==> config.mk <==
export PLATFORM = sky130hd
export DESIGN_NAME = flash_host
export DESIGN_NICKNAME = d
export VERILOG_FILES = /design/src/shared/flash_host_pkg.sv /design/src/rtl/flash_host.sv
export SDC_FILE = /design/constraint.sdc
export NUM_CORES = 1
export LEC_CHECK = 0
export BUFFER_PORTS_ARGS = -buffer_cell sky130_fd_sc_hd__buf_2
export CORE_MARGIN = 8
export CORE_UTILIZATION = 40
export DETAILED_ROUTE_END_ITERATION = 12
export GPL_TIMING_DRIVEN = 0
export PLACE_DENSITY_LB_ADDON = 0.05
export SKIP_CTS_REPAIR_TIMING = 1
export SLEW_MARGIN = 20
export SYNTH_ARGS = -nofsm -noshare
export SYNTH_HDL_FRONTEND = slang
export SYNTH_SLANG_ARGS = --single-unit
==> constraint.sdc <==
create_clock -name ref_clk -period 2.5 [get_ports ref_clk]
set_input_delay 0.125 -clock ref_clk [delete_from_list [all_inputs] [get_ports ref_clk]]
set_output_delay 0.125 -clock ref_clk [all_outputs]
set_load 0.01 [all_outputs]
==> src/shared/flash_host_pkg.sv <==
// Purpose: constants and types for the serial flash host controller
// Assumes: SPI mode 0 link, host drives the serial clock
// Notes:   command lengths follow the opcode table
// Operation
// - Only SPI modes 0 and 3 used
// - Host asserts select, then sends opcode first
// - All bytes shifted most significant bit first
// - Host ends each operation releasing select
// - Address is three bytes, bit 23 down
// - Fast read has dummy; slow read none
// - Three block erases take three address bytes
// - Program takes address then 1 to 256 bytes
// - Protection readback: address then data out
// - Identification read returns one to four bytes
// - Power-down enter and resume: opcode only
package flash_host_pkg;

  localparam logic [7:0] OP_READ_FAST   = 8'h0b;
  localparam logic [7:0] OP_READ_SLOW   = 8'h03;
  localparam logic [7:0] OP_ERASE_4K    = 8'h20;
  localparam logic [7:0] OP_ERASE_32K   = 8'h52;
  localparam logic [7:0] OP_ERASE_64K   = 8'hd8;
  localparam logic [7:0] OP_CHIP_ERASE1 = 8'h60;
  localparam logic [7:0] OP_CHIP_ERASE2 = 8'hc7;
  localparam logic [7:0] OP_PROGRAM     = 8'h02;
  localparam logic [7:0] OP_WR_ENABLE   = 8'h06;
  localparam logic [7:0] OP_WR_DISABLE  = 8'h04;
  localparam logic [7:0] OP_PROTECT     = 8'h36;
  localparam logic [7:0] OP_UNPROTECT   = 8'h39;
  localparam logic [7:0] OP_PROT_READ   = 8'h3c;
  localparam logic [7:0] OP_STAT_READ   = 8'h05;
  localparam logic [7:0] OP_STAT_WRITE  = 8'h01;
  localparam logic [7:0] OP_ID_READ     = 8'h9f;
  localparam logic [7:0] OP_POWER_DOWN  = 8'hb9;
  localparam logic [7:0] OP_RESUME      = 8'hab;

  localparam int          ADDR_BYTES    = 3;
  localparam logic [23:0] ADDR_MASK     = 24'h3fffff;
  localparam int          MAX_PROG      = 256;
  localparam int          MAX_ID        = 4;
  // Half period of the serial clock in ref_clk cycles
  localparam int          SCK_HALF      = 2;

  typedef struct packed {
    logic [7:0]  opcode;
    logic [23:0] addr;
    logic [9:0]  count;
  } cmd_t;

  typedef struct packed {
    logic       sck;
    logic       cs_n;
    logic       mosi;
  } link_t;

  typedef enum logic [1:0] {
    KIND_NONE,
    KIND_WRITE,
    KIND_READ
  } data_kind_t;

  typedef struct packed {
    logic       valid;
    logic       has_addr;
    logic       has_dummy;
    data_kind_t kind;
  } op_info_t;

endpackage : flash_host_pkg

==> src/rtl/flash_host.sv <==
// Purpose: SPI master that issues flash commands byte by byte
// Assumes: device answers on its data output pin
// Notes:   write bytes move through a valid/ready user stream, read bytes are valid only
`timescale 1ns/1ps
module flash_host #(
  parameter int SCK_HALF_CYC = flash_host_pkg::SCK_HALF
) (
  input  wire logic                  ref_clk,
  input  wire logic                  rst_n,
  input  wire flash_host_pkg::cmd_t  cmd,
  input  wire logic                  cmd_valid,
  output logic                       cmd_ready,
  output logic                       cmd_error,
  input  wire logic [7:0]            wr_data,
  input  wire logic                  wr_valid,
  output logic                       wr_ready,
  output logic [7:0]                 rd_data,
  output logic                       rd_valid,
  output logic                       busy,
  output flash_host_pkg::link_t      link,
  input  wire logic                  miso
);
  import flash_host_pkg::*;

  typedef enum logic [2:0] {
    ST_IDLE, ST_SHIFT, ST_NEXT, ST_DONE
  } state_t;

  function automatic op_info_t decode(input logic [7:0] op);
    op_info_t i;
    i = '{valid: 1'b1, has_addr: 1'b0, has_dummy: 1'b0, kind: KIND_NONE};
    case (op)
      OP_READ_FAST: begin
        i.has_addr = 1'b1;
        i.has_dummy = 1'b1;
        i.kind = KIND_READ;
      end
      OP_READ_SLOW, OP_PROT_READ: begin
        i.has_addr = 1'b1;
        i.kind = KIND_READ;
      end
      OP_ERASE_4K, OP_ERASE_32K, OP_ERASE_64K,
      OP_PROTECT, OP_UNPROTECT: i.has_addr = 1'b1;
      OP_PROGRAM: begin
        i.has_addr = 1'b1;
        i.kind = KIND_WRITE;
      end
      OP_STAT_WRITE: i.kind = KIND_WRITE;
      OP_STAT_READ, OP_ID_READ: i.kind = KIND_READ;
      OP_CHIP_ERASE1, OP_CHIP_ERASE2, OP_WR_ENABLE, OP_WR_DISABLE,
      OP_POWER_DOWN, OP_RESUME: i.kind = KIND_NONE;
      default: i.valid = 1'b0;
    endcase
    return i;
  endfunction : decode

  state_t      state_reg, state_next;
  op_info_t    info_reg, info_next;
  logic [9:0]  left_reg, left_next;
  logic [2:0]  phase_reg, phase_next;
  logic [2:0]  bit_reg, bit_next;
  logic [7:0]  sh_reg, sh_next;
  logic [7:0]  in_reg, in_next;
  logic [23:0] addr_reg, addr_next;
  logic [7:0]  div_reg, div_next;
  logic        sck_reg, sck_next;
  logic        cs_n_reg, cs_n_next;
  logic        mosi_reg, mosi_next;
  logic        cmd_ready_reg, cmd_ready_next;
  logic        err_reg, err_next;
  logic        wr_ready_reg, wr_ready_next;
  logic [7:0]  rd_data_reg, rd_data_next;
  logic        rd_valid_reg, rd_valid_next;
  logic        miso_s1_reg, miso_s2_reg;
  logic        is_data_reg, is_data_next;
  logic        busy_reg, busy_next;
  logic [9:0]  cnt;

  always_ff @(posedge ref_clk) begin
    miso_s1_reg <= miso;
    miso_s2_reg <= miso_s1_reg;
  end

  always_comb begin
    state_next     = state_reg;
    info_next      = info_reg;
    left_next      = left_reg;
    phase_next     = phase_reg;
    bit_next       = bit_reg;
    sh_next        = sh_reg;
    in_next        = in_reg;
    addr_next      = addr_reg;
    div_next       = div_reg;
    sck_next       = sck_reg;
    cs_n_next      = cs_n_reg;
    mosi_next      = mosi_reg;
    cmd_ready_next = 1'b0;
    err_next       = 1'b0;
    wr_ready_next  = 1'b0;
    rd_data_next   = rd_data_reg;
    rd_valid_next  = 1'b0;
    is_data_next   = is_data_reg;
    cnt            = cmd.count;
    case (state_reg)
      ST_IDLE: begin
        sck_next  = 1'b0; // mode 0 idle level
        cs_n_next = 1'b1;
        if (cmd_valid && !cmd_ready_reg) begin
          info_next = decode(cmd.opcode);
          if (!info_next.valid) begin
            // Never send what the device would only ignore
            cmd_ready_next = 1'b1;
            err_next       = 1'b1;
          end else begin
            if (info_next.kind == KIND_WRITE &&
                cmd.opcode == OP_PROGRAM) begin
              if (cnt == 10'h000) cnt = 10'h001;
              if (cnt > 10'(MAX_PROG)) cnt = 10'(MAX_PROG);
            end else if (cmd.opcode == OP_STAT_WRITE) begin
              cnt = 10'h001;
            end else if (cmd.opcode == OP_ID_READ) begin
              if (cnt == 10'h000) cnt = 10'h001;
              if (cnt > 10'(MAX_ID)) cnt = 10'(MAX_ID);
            end else if (info_next.kind == KIND_READ) begin
              if (cnt == 10'h000) cnt = 10'h001;
            end else begin
              cnt = 10'h000;
            end
            left_next    = cnt;
            addr_next    = cmd.addr & ADDR_MASK;
            cs_n_next    = 1'b0;
            sh_next      = cmd.opcode;
            mosi_next    = cmd.opcode[7];
            bit_next     = 3'h0;
            phase_next   = 3'h0; // 0 op, 1-3 addr, 4 dummy, 5 data
            is_data_next = 1'b0;
            div_next     = 8'h00;
            state_next   = ST_SHIFT;
          end
        end
      end
      ST_SHIFT: begin
        div_next = div_reg + 8'h01;
        if (div_reg == 8'(SCK_HALF_CYC - 1)) begin
          div_next = 8'h00;
          sck_next = !sck_reg;
          if (sck_reg) begin
            // Falling edge: host moves its own data out
            // Sync lag puts the bit held at the rise here;
            // needs SCK_HALF_CYC of 2 or more
            in_next = {in_reg[6:0], miso_s2_reg};
            sh_next = {sh_reg[6:0], 1'b0};
            bit_next = bit_reg + 3'h1;
            if (bit_reg == 3'h7) begin
              state_next = ST_NEXT;
            end else begin
              mosi_next = sh_reg[6];
            end
          end
        end
      end
      ST_NEXT: begin
        if (is_data_reg && info_reg.kind == KIND_READ) begin
          rd_data_next  = in_reg;
          rd_valid_next = 1'b1;
          addr_next = (addr_reg == ADDR_MASK) ? 24'h000000 :
                      addr_reg + 24'h000001;
        end
        if (is_data_reg) left_next = left_reg - 10'h001;
        state_next = ST_SHIFT;
        is_data_next = 1'b0;
        if (phase_reg == 3'h0 && info_reg.has_addr) begin
          phase_next = 3'h1;
          sh_next    = addr_reg[23:16];
        end else if (phase_reg inside {3'h1, 3'h2}) begin
          phase_next = phase_reg + 3'h1;
          sh_next    = (phase_reg == 3'h1) ? addr_reg[15:8]
                                           : addr_reg[7:0];
        end else if (phase_reg == 3'h3 && info_reg.has_dummy) begin
          phase_next = 3'h4;
          sh_next    = 8'h00;
        end else if (info_reg.kind != KIND_NONE &&
                     left_reg != 10'((is_data_reg) ? 1 : 0)) begin
          phase_next = 3'h5;
          is_data_next = 1'b1;
          if (info_reg.kind == KIND_WRITE) begin
            // Stall the link until the user supplies the byte
            wr_ready_next = wr_valid && !wr_ready_reg;
            sh_next       = wr_data;
            if (!(wr_valid && !wr_ready_reg)) begin
              // Byte just sent stays counted while stalled
              state_next   = ST_NEXT;
              is_data_next = 1'b0;
            end
          end else begin
            sh_next = 8'hff;
          end
        end else begin
          state_next = ST_DONE;
        end
        mosi_next = sh_next[7];
        bit_next  = 3'h0;
      end
      ST_DONE: begin
        cs_n_next      = 1'b1;
        cmd_ready_next = 1'b1;
        state_next     = ST_IDLE;
      end
      default: state_next = ST_IDLE;
    endcase
    busy_next = !cs_n_next;
  end

  always_ff @(posedge ref_clk) begin
    if (!rst_n) begin
      state_reg     <= ST_IDLE;
      info_reg      <= '0;
      left_reg      <= 10'h000;
      phase_reg     <= 3'h0;
      bit_reg       <= 3'h0;
      sh_reg        <= 8'h00;
      in_reg        <= 8'h00;
      addr_reg      <= 24'h000000;
      div_reg       <= 8'h00;
      sck_reg       <= 1'b0;
      cs_n_reg      <= 1'b1;
      mosi_reg      <= 1'b0;
      cmd_ready_reg <= 1'b0;
      err_reg       <= 1'b0;
      wr_ready_reg  <= 1'b0;
      rd_data_reg   <= 8'h00;
      rd_valid_reg  <= 1'b0;
      is_data_reg   <= 1'b0;
      busy_reg      <= 1'b0;
    end else begin
      state_reg     <= state_next;
      info_reg      <= info_next;
      left_reg      <= left_next;
      phase_reg     <= phase_next;
      bit_reg       <= bit_next;
      sh_reg        <= sh_next;
      in_reg        <= in_next;
      addr_reg      <= addr_next;
      div_reg       <= div_next;
      sck_reg       <= sck_next;
      cs_n_reg      <= cs_n_next;
      mosi_reg      <= mosi_next;
      cmd_ready_reg <= cmd_ready_next;
      err_reg       <= err_next;
      wr_ready_reg  <= wr_ready_next;
      rd_data_reg   <= rd_data_next;
      rd_valid_reg  <= rd_valid_next;
      is_data_reg   <= is_data_next;
      busy_reg      <= busy_next;
    end
  end

  assign cmd_ready = cmd_ready_reg;
  assign cmd_error = err_reg;
  assign wr_ready  = wr_ready_reg;
  assign rd_data   = rd_data_reg;
  assign rd_valid  = rd_valid_reg;
  assign busy      = busy_reg;
  assign link      = '{sck: sck_reg, cs_n: cs_n_reg, mosi: mosi_reg};

endmodule : flash_host

-- Yosys cells after proc, flatten, opt, wreduce, memory -nomap -nowiden
Index checks and enable logic that the tools add are counted.
- input port bits: 55
- register bits after elaboration: 90
- reduce and logical (&&, ||, !) cells: 39
- add/subtract/negate cells: 5
- equality and inequality tests: 41
- $lt $le $gt $ge: 2
- muxes and demuxes: 95
- bitwise gates (word level): 4
- operators with widths (kind ; number):
    10-bit 2-to-1 mux ; 20
    8-bit 2-to-1 mux ; 13
    24-bit 2-to-1 mux ; 4
    3-bit 2-to-1 mux ; 17
    24-bit one-hot mux with 2 select lines ; 1
    8-bit equality test, second input constant ; 5
    8-bit by 6-bit equality test with 1-bit output, second input constant ; 4
    24-bit by 1-bit adder with 24-bit output, second input constant ; 1
    24-bit by 22-bit equality test with 1-bit output, second input constant ; 1
    8-bit by 3-bit equality test with 1-bit output, second input constant ; 3
    1-bit 2-to-1 mux ; 24
    8-bit one-hot mux with 3 select lines ; 1
    10-bit one-hot mux with 2 select lines ; 1
    3-bit one-hot mux with 3 select lines ; 2
    18-bit OR reduction ; 1
    8-bit by 1-bit equality test with 1-bit output, second input constant ; 2
    8-bit by 2-bit equality test with 1-bit output, second input constant ; 2
    8-bit by 7-bit equality test with 1-bit output, second input constant ; 2
    2-bit != test, second input constant ; 8
    8-bit one-hot mux with 2 select lines ; 1
    3-bit by 2-bit equality test with 1-bit output, second input constant ; 4
    4-bit AND reduction ; 3
    6-bit AND reduction ; 2
    10-bit by 3-bit > comparator with 1-bit output, second input constant ; 1
    30 further kinds ; 63

-- Logic depth before layout (Yosys ltp)
Gate-level depths: netlist (run 1).
- depth after elaboration: 19
- mapped depth: 10

-- Worst setup path after synthesis (run 1)
Ideal clock, no wire load.
- kind: reg2reg
- start: register state_reg[0]
- end: register addr_reg[22]
- path buffers: 2
- setup time: 0.135 ns
- data arrival time: 2.228 ns
- stages on the path, launching flop included: 10
- slack: 0.138 ns
- cell sequence: dfxtp_1 > inv_1 > ha_1 > dlymetal6s2s_1 > o41ai_1 > or3_1 > o41a_2 > nand2_1 > buf_2 > o21ai_0
- word-level cells in the longest chain between the ends: 3
- elaborated cells between the ends (all ways): 8
- RTL lines (what ; line ; source):
    from (decl) ; flash_host.sv:57 ; state_t state_reg, state_next;
    from (signal assigned) ; flash_host.sv:236 ; state_reg <= state_next;
    3-bit by 2-bit equality test with 1-bit output or 3-bit logical NOT (tied branches) ; flash_host.sv:104 ; case (state_reg)
    2-bit != test (no source line) or 2-bit nonzero test (tied branches) ; -- ;
    4-bit AND reduction (no source line) ; -- ;
    to (signal assigned) ; flash_host.sv:243 ; addr_reg <= addr_next;
    to (decl) ; flash_host.sv:64 ; logic [23:0] addr_reg, addr_next;
Several ways; a longest one is shown, not always the timed one.
A chain may end at the register's enable or synchronous reset.

-- Final worst setup path (run 1)
- start: register left_reg[2]
- end: register state_reg[0]
- word-level cells in the longest chain between the ends: 7
- RTL lines (what ; line ; source):
    from (decl) ; flash_host.sv:59 ; logic [9:0] left_reg, left_next;
    from (signal assigned) ; flash_host.sv:238 ; left_reg <= left_next;
    10-bit by 1-bit != test with 1-bit output ; flash_host.sv:183 ; left_reg != 10'((is_data_reg) ? 1 : 0)) begin
    1-bit logical AND ; flash_host.sv:182 ; end else if (info_reg.kind != KIND_NONE &&
    3-bit 2-to-1 mux ; flash_host.sv:182 ;
    3-bit 2-to-1 mux ; flash_host.sv:179 ; end else if (phase_reg == 3'h3 && info_reg.has_dummy) begin
    3-bit 2-to-1 mux ; flash_host.sv:175 ; end else if (phase_reg inside {3'h1, 3'h2}) begin
    3-bit 2-to-1 mux ; flash_host.sv:172 ; if (phase_reg == 3'h0 && info_reg.has_addr) begin
    3-bit one-hot mux with 3 select lines ; flash_host.sv:104 ;
No other way between the ends.

==> reports/qor.csv, run 1 <==
metric;value;unit
grt_pass1_wl;33.9;mm
synth_edf_count;0;
port_buffers;64;
grt_use_total;0.234;
diodes;0;
nets;913;
finalMaxSlewViolations;0;
gp_congestion;0.933;
worst_setup_path_end_kind;flop;
yosysTopAreaCell;dfxtp_1;
clock-root-buffer;clkbuf_16;
clk_latency;350;ps
finalPower;3.57;mW
area_growth;18.1;%
cts_tree;done;
die_h;137;µm
final_util;0.479;
ys_top_cells_by_area;dfxtp_1 31%, nand2_1 6.2%, a21oi_1 5.3%;
rsz0062_at_grt;true;
cp_num_buf_inv;0;
period_needed;2470;ps
die_width;137;µm
critPathMaxStageDelay;530;ps
yosysWarnings;0;
path_clk_slew;70;ps
post-synth-top-count-cell;nand2_1;
start_util;0.406;
peakVddDrop;0.255;mV
min-delay-start;cmd[25];
worstRegToRegCells;6;
r2r-end;state_reg[0];
drc;0;
powerDensity;518;mW/mm²
netlist.area_leader.share;0.306;
hold_ws;105;ps
dp_hpwl;16.0;mm
synth-seq-area-share;0.306;
core-area;0.0144;mm²
fin_skew;6.56;ps
synthTopCellsByCount;96 x nand2_1, 89 x dfxtp_1, 62 x a21oi_1;
gr-total-overflow;0;
holdPathEnd;addr_reg[15];
critPathMaxFanout;4;
antenna_found_initial;0;
worst_ep_required_time;2760;ps
clock-sinks;89;
leakage;2.63;nW
path_cells;or4_4, o41a_1, nor2b_4, and3_1, or4_1, mux2i_1;
cts_max_level;3;
final-hold-violation-count;0;
stdcell_area;0.00688;mm²
synth-main-ff-cell;dfxtp_1;
drt-initial-drc-count;550;
ys_async_sr_fraction;0;
worstSetupPathType;reg2reg;
avgSynthCellArea;7.68;µm²
ys_types;76;
cap_violations;0;
hold_class;in2reg;
grt_max_degree;17;
finalWirelength;22.1;mm
worstPathArrival;2730;ps
regToRegStartpoint;left_reg[2];
drive_gt1_frac;0.192;
status;finished clean;
firstDrtPassIters;5;
dr_total_vias;6382;
clk_path_buf_depth;2;
rows;44;
hold_path_depth;3;
dieArea;0.0187;mm²
worstMarginPinSlew;1020;ps
avgRoutedWirePerCell;21.4;µm
ant_nets;0;
grt_pass1_vias;6108;
cp_slowest_cell;or4_4;
r2r_slack;30;ps
start_kind;flop;
cts_inserted_buffers;9;
setup_viol;0;
dpl-instance-area;0.00638;mm²
slew_headroom;0.323;
design.portCount;71;
largest_reg_flops;24;
via_per_inst;6.19;
netlist_instances;759;
ys_ff_latch;89;
path_delay_family;simple AND/OR/NAND/NOR gates;
finalCritPeriodShare;0.986;
fmax;406;MHz
synthesis.area;0.00583;mm²
synth_nets;830;
[report_power, final]
group          switching [mW]  internal (mW)
clock network           0.639          0.791
registers              0.0421           1.46
logic                   0.409          0.231
[metrics by stage]
step	setup slack (ps)	instances	TNS [ps]
CTS	-875	1023	-34400
floorplan	138	759	0
global placement	-825	1007	-32040
finish	34.2	1031	0
global route	-22.7	1031	-33.9
detailed placement	-872	1007	-33650
[worst max path at each step]
stage | startpoint | endpoint | slack (ps) | cells past startpoint
final | left_reg[2] | state_reg[0] | 30 | 6
after global routing | addr_reg[7] | addr_reg[16] | -20 | 10
after CTS | state_reg[0] | cmd_ready | -880 | 9
after detailed placement | state_reg[0] | cmd_ready | -870 | 9
after global placement | state_reg[0] | cmd_ready | -830 | 9
after floorplan | state_reg[0] | addr_reg[22] | 140 | 9
[layout by cell type (no fill, tap or decap), types with 5 or more instances in the layout]
cell / n
nand2_1: 91
dfxtp_1: 83
buf_2: 73
a21oi_1: 62
nor2_1: 52
o21ai_0: 50
clkbuf_1: 28
nand3_1: 24
mux2i_1: 24
inv_1: 20
nor3_1: 18
nor2b_1: 17
ha_1: 16
o311ai_0: 14
buf_4: 14
nand3b_1: 12
nor4_1: 11
o31ai_1: 11
o211ai_1: 11
o21a_1: 9
clkbuf_16: 9
clkbuf_2: 8
a211oi_1: 8
and3_1: 8
nand4_1: 8
o32ai_1: 8
xor2_1: 7
a311oi_1: 7
o2111ai_1: 7
or3_1: 6
a31oi_1: 6
a31o_2: 6
nand2b_1: 5
[layer usage]
metal  vias to the layer above  global-route usage  routed length [µm]
met1                      3076               0.303                9650
li1                       2988                   -                   -
met3                        37              0.0444                1540
met5                         -                   0                   0
met4                         0              0.0909                 573
met2                       281               0.375               10300
[logic make-up after synthesis]
family	Yosys count	share of synthesized area
xor+xnor	10	0.0150
fa+ha+maj	16	0.0343
simple gates	298	0.265
buf+inv	85	0.0661
compound gates	236	0.271
mux	25	0.0432
flops	89	0.306
[worst min-delay path: cells and delay by family]
| kind | cells | cell delay, ps |
|---|---|---|
| buffers and inverters | 1 | 80 |
| AO/OA/AOI/OAI | 2 | 230 |
[final cells by class]
type | instances | area, µm²
plain buffers | 60 | 315
fillers | 1454 | 7490
repair buffers | 75 | 405
well taps | 184 | 230
inverters | 22 | 82.6
clock inverters | 6 | 73.8
multi-input cells | 585 | 3750
flip-flops and latches | 89 | 1800
clock buffers | 10 | 229
Note: power is estimated with default switching activity, not from simulation.
==> inputs of run 2 (changes only) <==
- clock period: 2.5 -> 2.4 ns (I/O delays scaled with it)
==> run 2 against run 1 <==
Effect of this change:
- the flow now finishes with violations (setup timing)
- clock skew barely moved
- via count rose by 0.96%
- fmax rose by 0.36%
- core utilization rose by 1.2 points
- sequential cell count did not move
- final area rose by 2.5%
- cell count rose by 1.4%
- wire length rose by 0.92%
- count of clock-buffer cells in the layout did not move
- global-route usage did not move
- sequential power rose by 4%
==> reports/qor.csv, run 2 (synthesized netlist as in run 1, its figures left out) <==
metric;value;unit;change
status;finished, violations left;;
violations;setup timing;;
drt-initial-drc-count;556;;+1.1%
dr_total_vias;6443;;+0.96%
start_util;0.406;;unchanged
firstDrtPassIters;6;;+1
clk_path_buf_depth;2;;unchanged
dieArea;0.0187;mm²;unchanged
grt_pass1_vias;6108;;unchanged
dp_hpwl;16.0;mm;unchanged
design.portCount;71;;unchanged
cts_inserted_buffers;9;;unchanged
layout.cells.most_common_list;91 x nand2_1, 80 x dfxtp_1, 72 x buf_2;;
finalSetupTns;-56.9;ps;-56.9 ps
gr-total-overflow;0;;unchanged
start_kind;flop;;
die_h;137;µm;unchanged
layout_setup_ws;-56.9;ps;-91.1 ps
area_growth;21.0;%;
leakage;2.71;nW;+3.0%
stdcell_area;0.00705;mm²;+2.5%
clock-root-buffer;clkbuf_16;;
period_needed;2460;ps;-8.86 ps
path_cells;or4_4, o41a_1, nor2b_4, and3_1, or4_1, mux2i_1;;
cap_violations;0;;unchanged
diodes;0;;unchanged
cts_tree;done;;
setup_viol;1;;+1
gp_congestion;0.933;;unchanged
drc;0;;unchanged
worst_ep_required_time;2670;ps;-90 ps
avgRoutedWirePerCell;21.3;µm;-0.43%
finalMaxSlewViolations;0;;unchanged
grt_use_total;0.234;;unchanged
via_per_inst;6.17;;-0.40%
dpl-instance-area;0.00638;mm²;unchanged
worstSetupPathType;reg2reg;;
finalCritPeriodShare;1.02;;+0.0374
worstPathArrival;2720;ps;about the same
core-area;0.0144;mm²;unchanged
rows;44;;unchanged
hold_class;in2reg;;
critPathMaxFanout;4;;unchanged
largest_reg_flops;24;;unchanged
fin_skew;7.04;ps;+0.482 ps
cts_max_level;3;;unchanged
cp_slowest_cell;or4_4;;
die_width;137;µm;unchanged
path_clk_slew;70;ps;about the same
drive_gt1_frac;0.224;;+0.0317
final_common_cell;nand2_1;;
critPathMaxStageDelay;530;ps;about the same
slew_headroom;0.316;;-0.00651
clock-sinks;89;;unchanged
peakVddDrop;0.266;mV;+4.3%
nets;927;;+1.5%
grt_pass1_wl;33.9;mm;unchanged
final-hold-violation-count;0;;unchanged
worst_setup_path_end_kind;flop;;
antenna_found_initial;0;;unchanged
clk_latency;360;ps;about the same
stdcell_count;1045;;+1.4%
powerDensity;532;mW/mm²;+2.6%
ant_nets;0;;unchanged
port_buffers;64;;unchanged
startpoint;left_reg[2];;
place_inst;1007;;unchanged
regToRegStartpoint;left_reg[2];;
worstMarginPinSlew;1030;ps;+9.77 ps
grt_max_degree;17;;unchanged
rsz0062_at_grt;true;;
fmax;407;MHz;+0.36%
min-delay-start;cmd[25];;
finalWirelength;22.3;mm;+0.92%
[run 2: cell types whose count changed in the layout (fill, tap and decap cells not counted), moves of 2 or more]
cell,change
buf_4,+20
clkbuf_1,-6
a21oi_1,-3
a21oi_2,+3
dfxtp_1,-3
dfxtp_2,+2
o21ai_0,-2
o21ai_1,+2
[run 2: critical path: cells and delay by family, from the launching register on]
family           cells  cell delay, ps
AO/OA/AOI/OAI        1             500
flip-flops           1             350
multiplexers         1             170
AND/OR/NAND/NOR      4            1350
[run 2: final timing paths]
| kind | slack, ps | endpoint | cells past startpoint |
|---|---|---|---|
| max | -60 | state_reg[0] | 6 |
| min reg2reg | 330 | miso_s2_reg | 0 |
| min | 100 | addr_reg[15] | 3 |
| max reg2reg | -60 | state_reg[0] | 6 |
[run 2: report_power, final]
| group | switching, mW | internal (mW) | leakage [nW] | total, mW |
|---|---|---|---|---|
| combinational | 0.429 | 0.256 | 1.84 | 0.685 |
| clock | 0.677 | 0.824 | 0.148 | 1.50 |
| sequential | 0.0476 | 1.52 | 0.725 | 1.56 |
| total | 1.15 | 2.60 | 2.71 | 3.75 |
[run 2: per-stage QoR]
step | worst slack [ps] | util | hold WS [ps] | power (mW)
2_1_floorplan | 37.5 | - | 148 | 1.97
3_3_place_gp | -925 | 0.444 | 225 | 2.20
3_5_place_dp | -972 | 0.444 | 225 | 2.21
4_1_cts | -975 | 0.465 | -144 | 3.70
5_1_grt | -121 | 0.491 | 110 | 3.88
6_report | -56.9 | 0.491 | 99.9 | 3.75
[run 2: cell type report]
class	instances	area (µm²)
plain buffers	58	322
clock buffers	10	229
clock inverters	6	73.8
fillers	1449	7320
inverters	22	82.6
multi-input cells	585	3790
flip-flops and latches	89	1800
well taps	184	230
repair buffers	91	526
[run 2: layer usage]
metal | global-route usage | vias up | wire (µm)
li1 | - | 3003 | -
met1 | 0.303 | 3138 | 9750
met2 | 0.375 | 264 | 10400
met3 | 0.0444 | 38 | 1500
met4 | 0.0909 | 0 | 611
met5 | 0 | - | 0
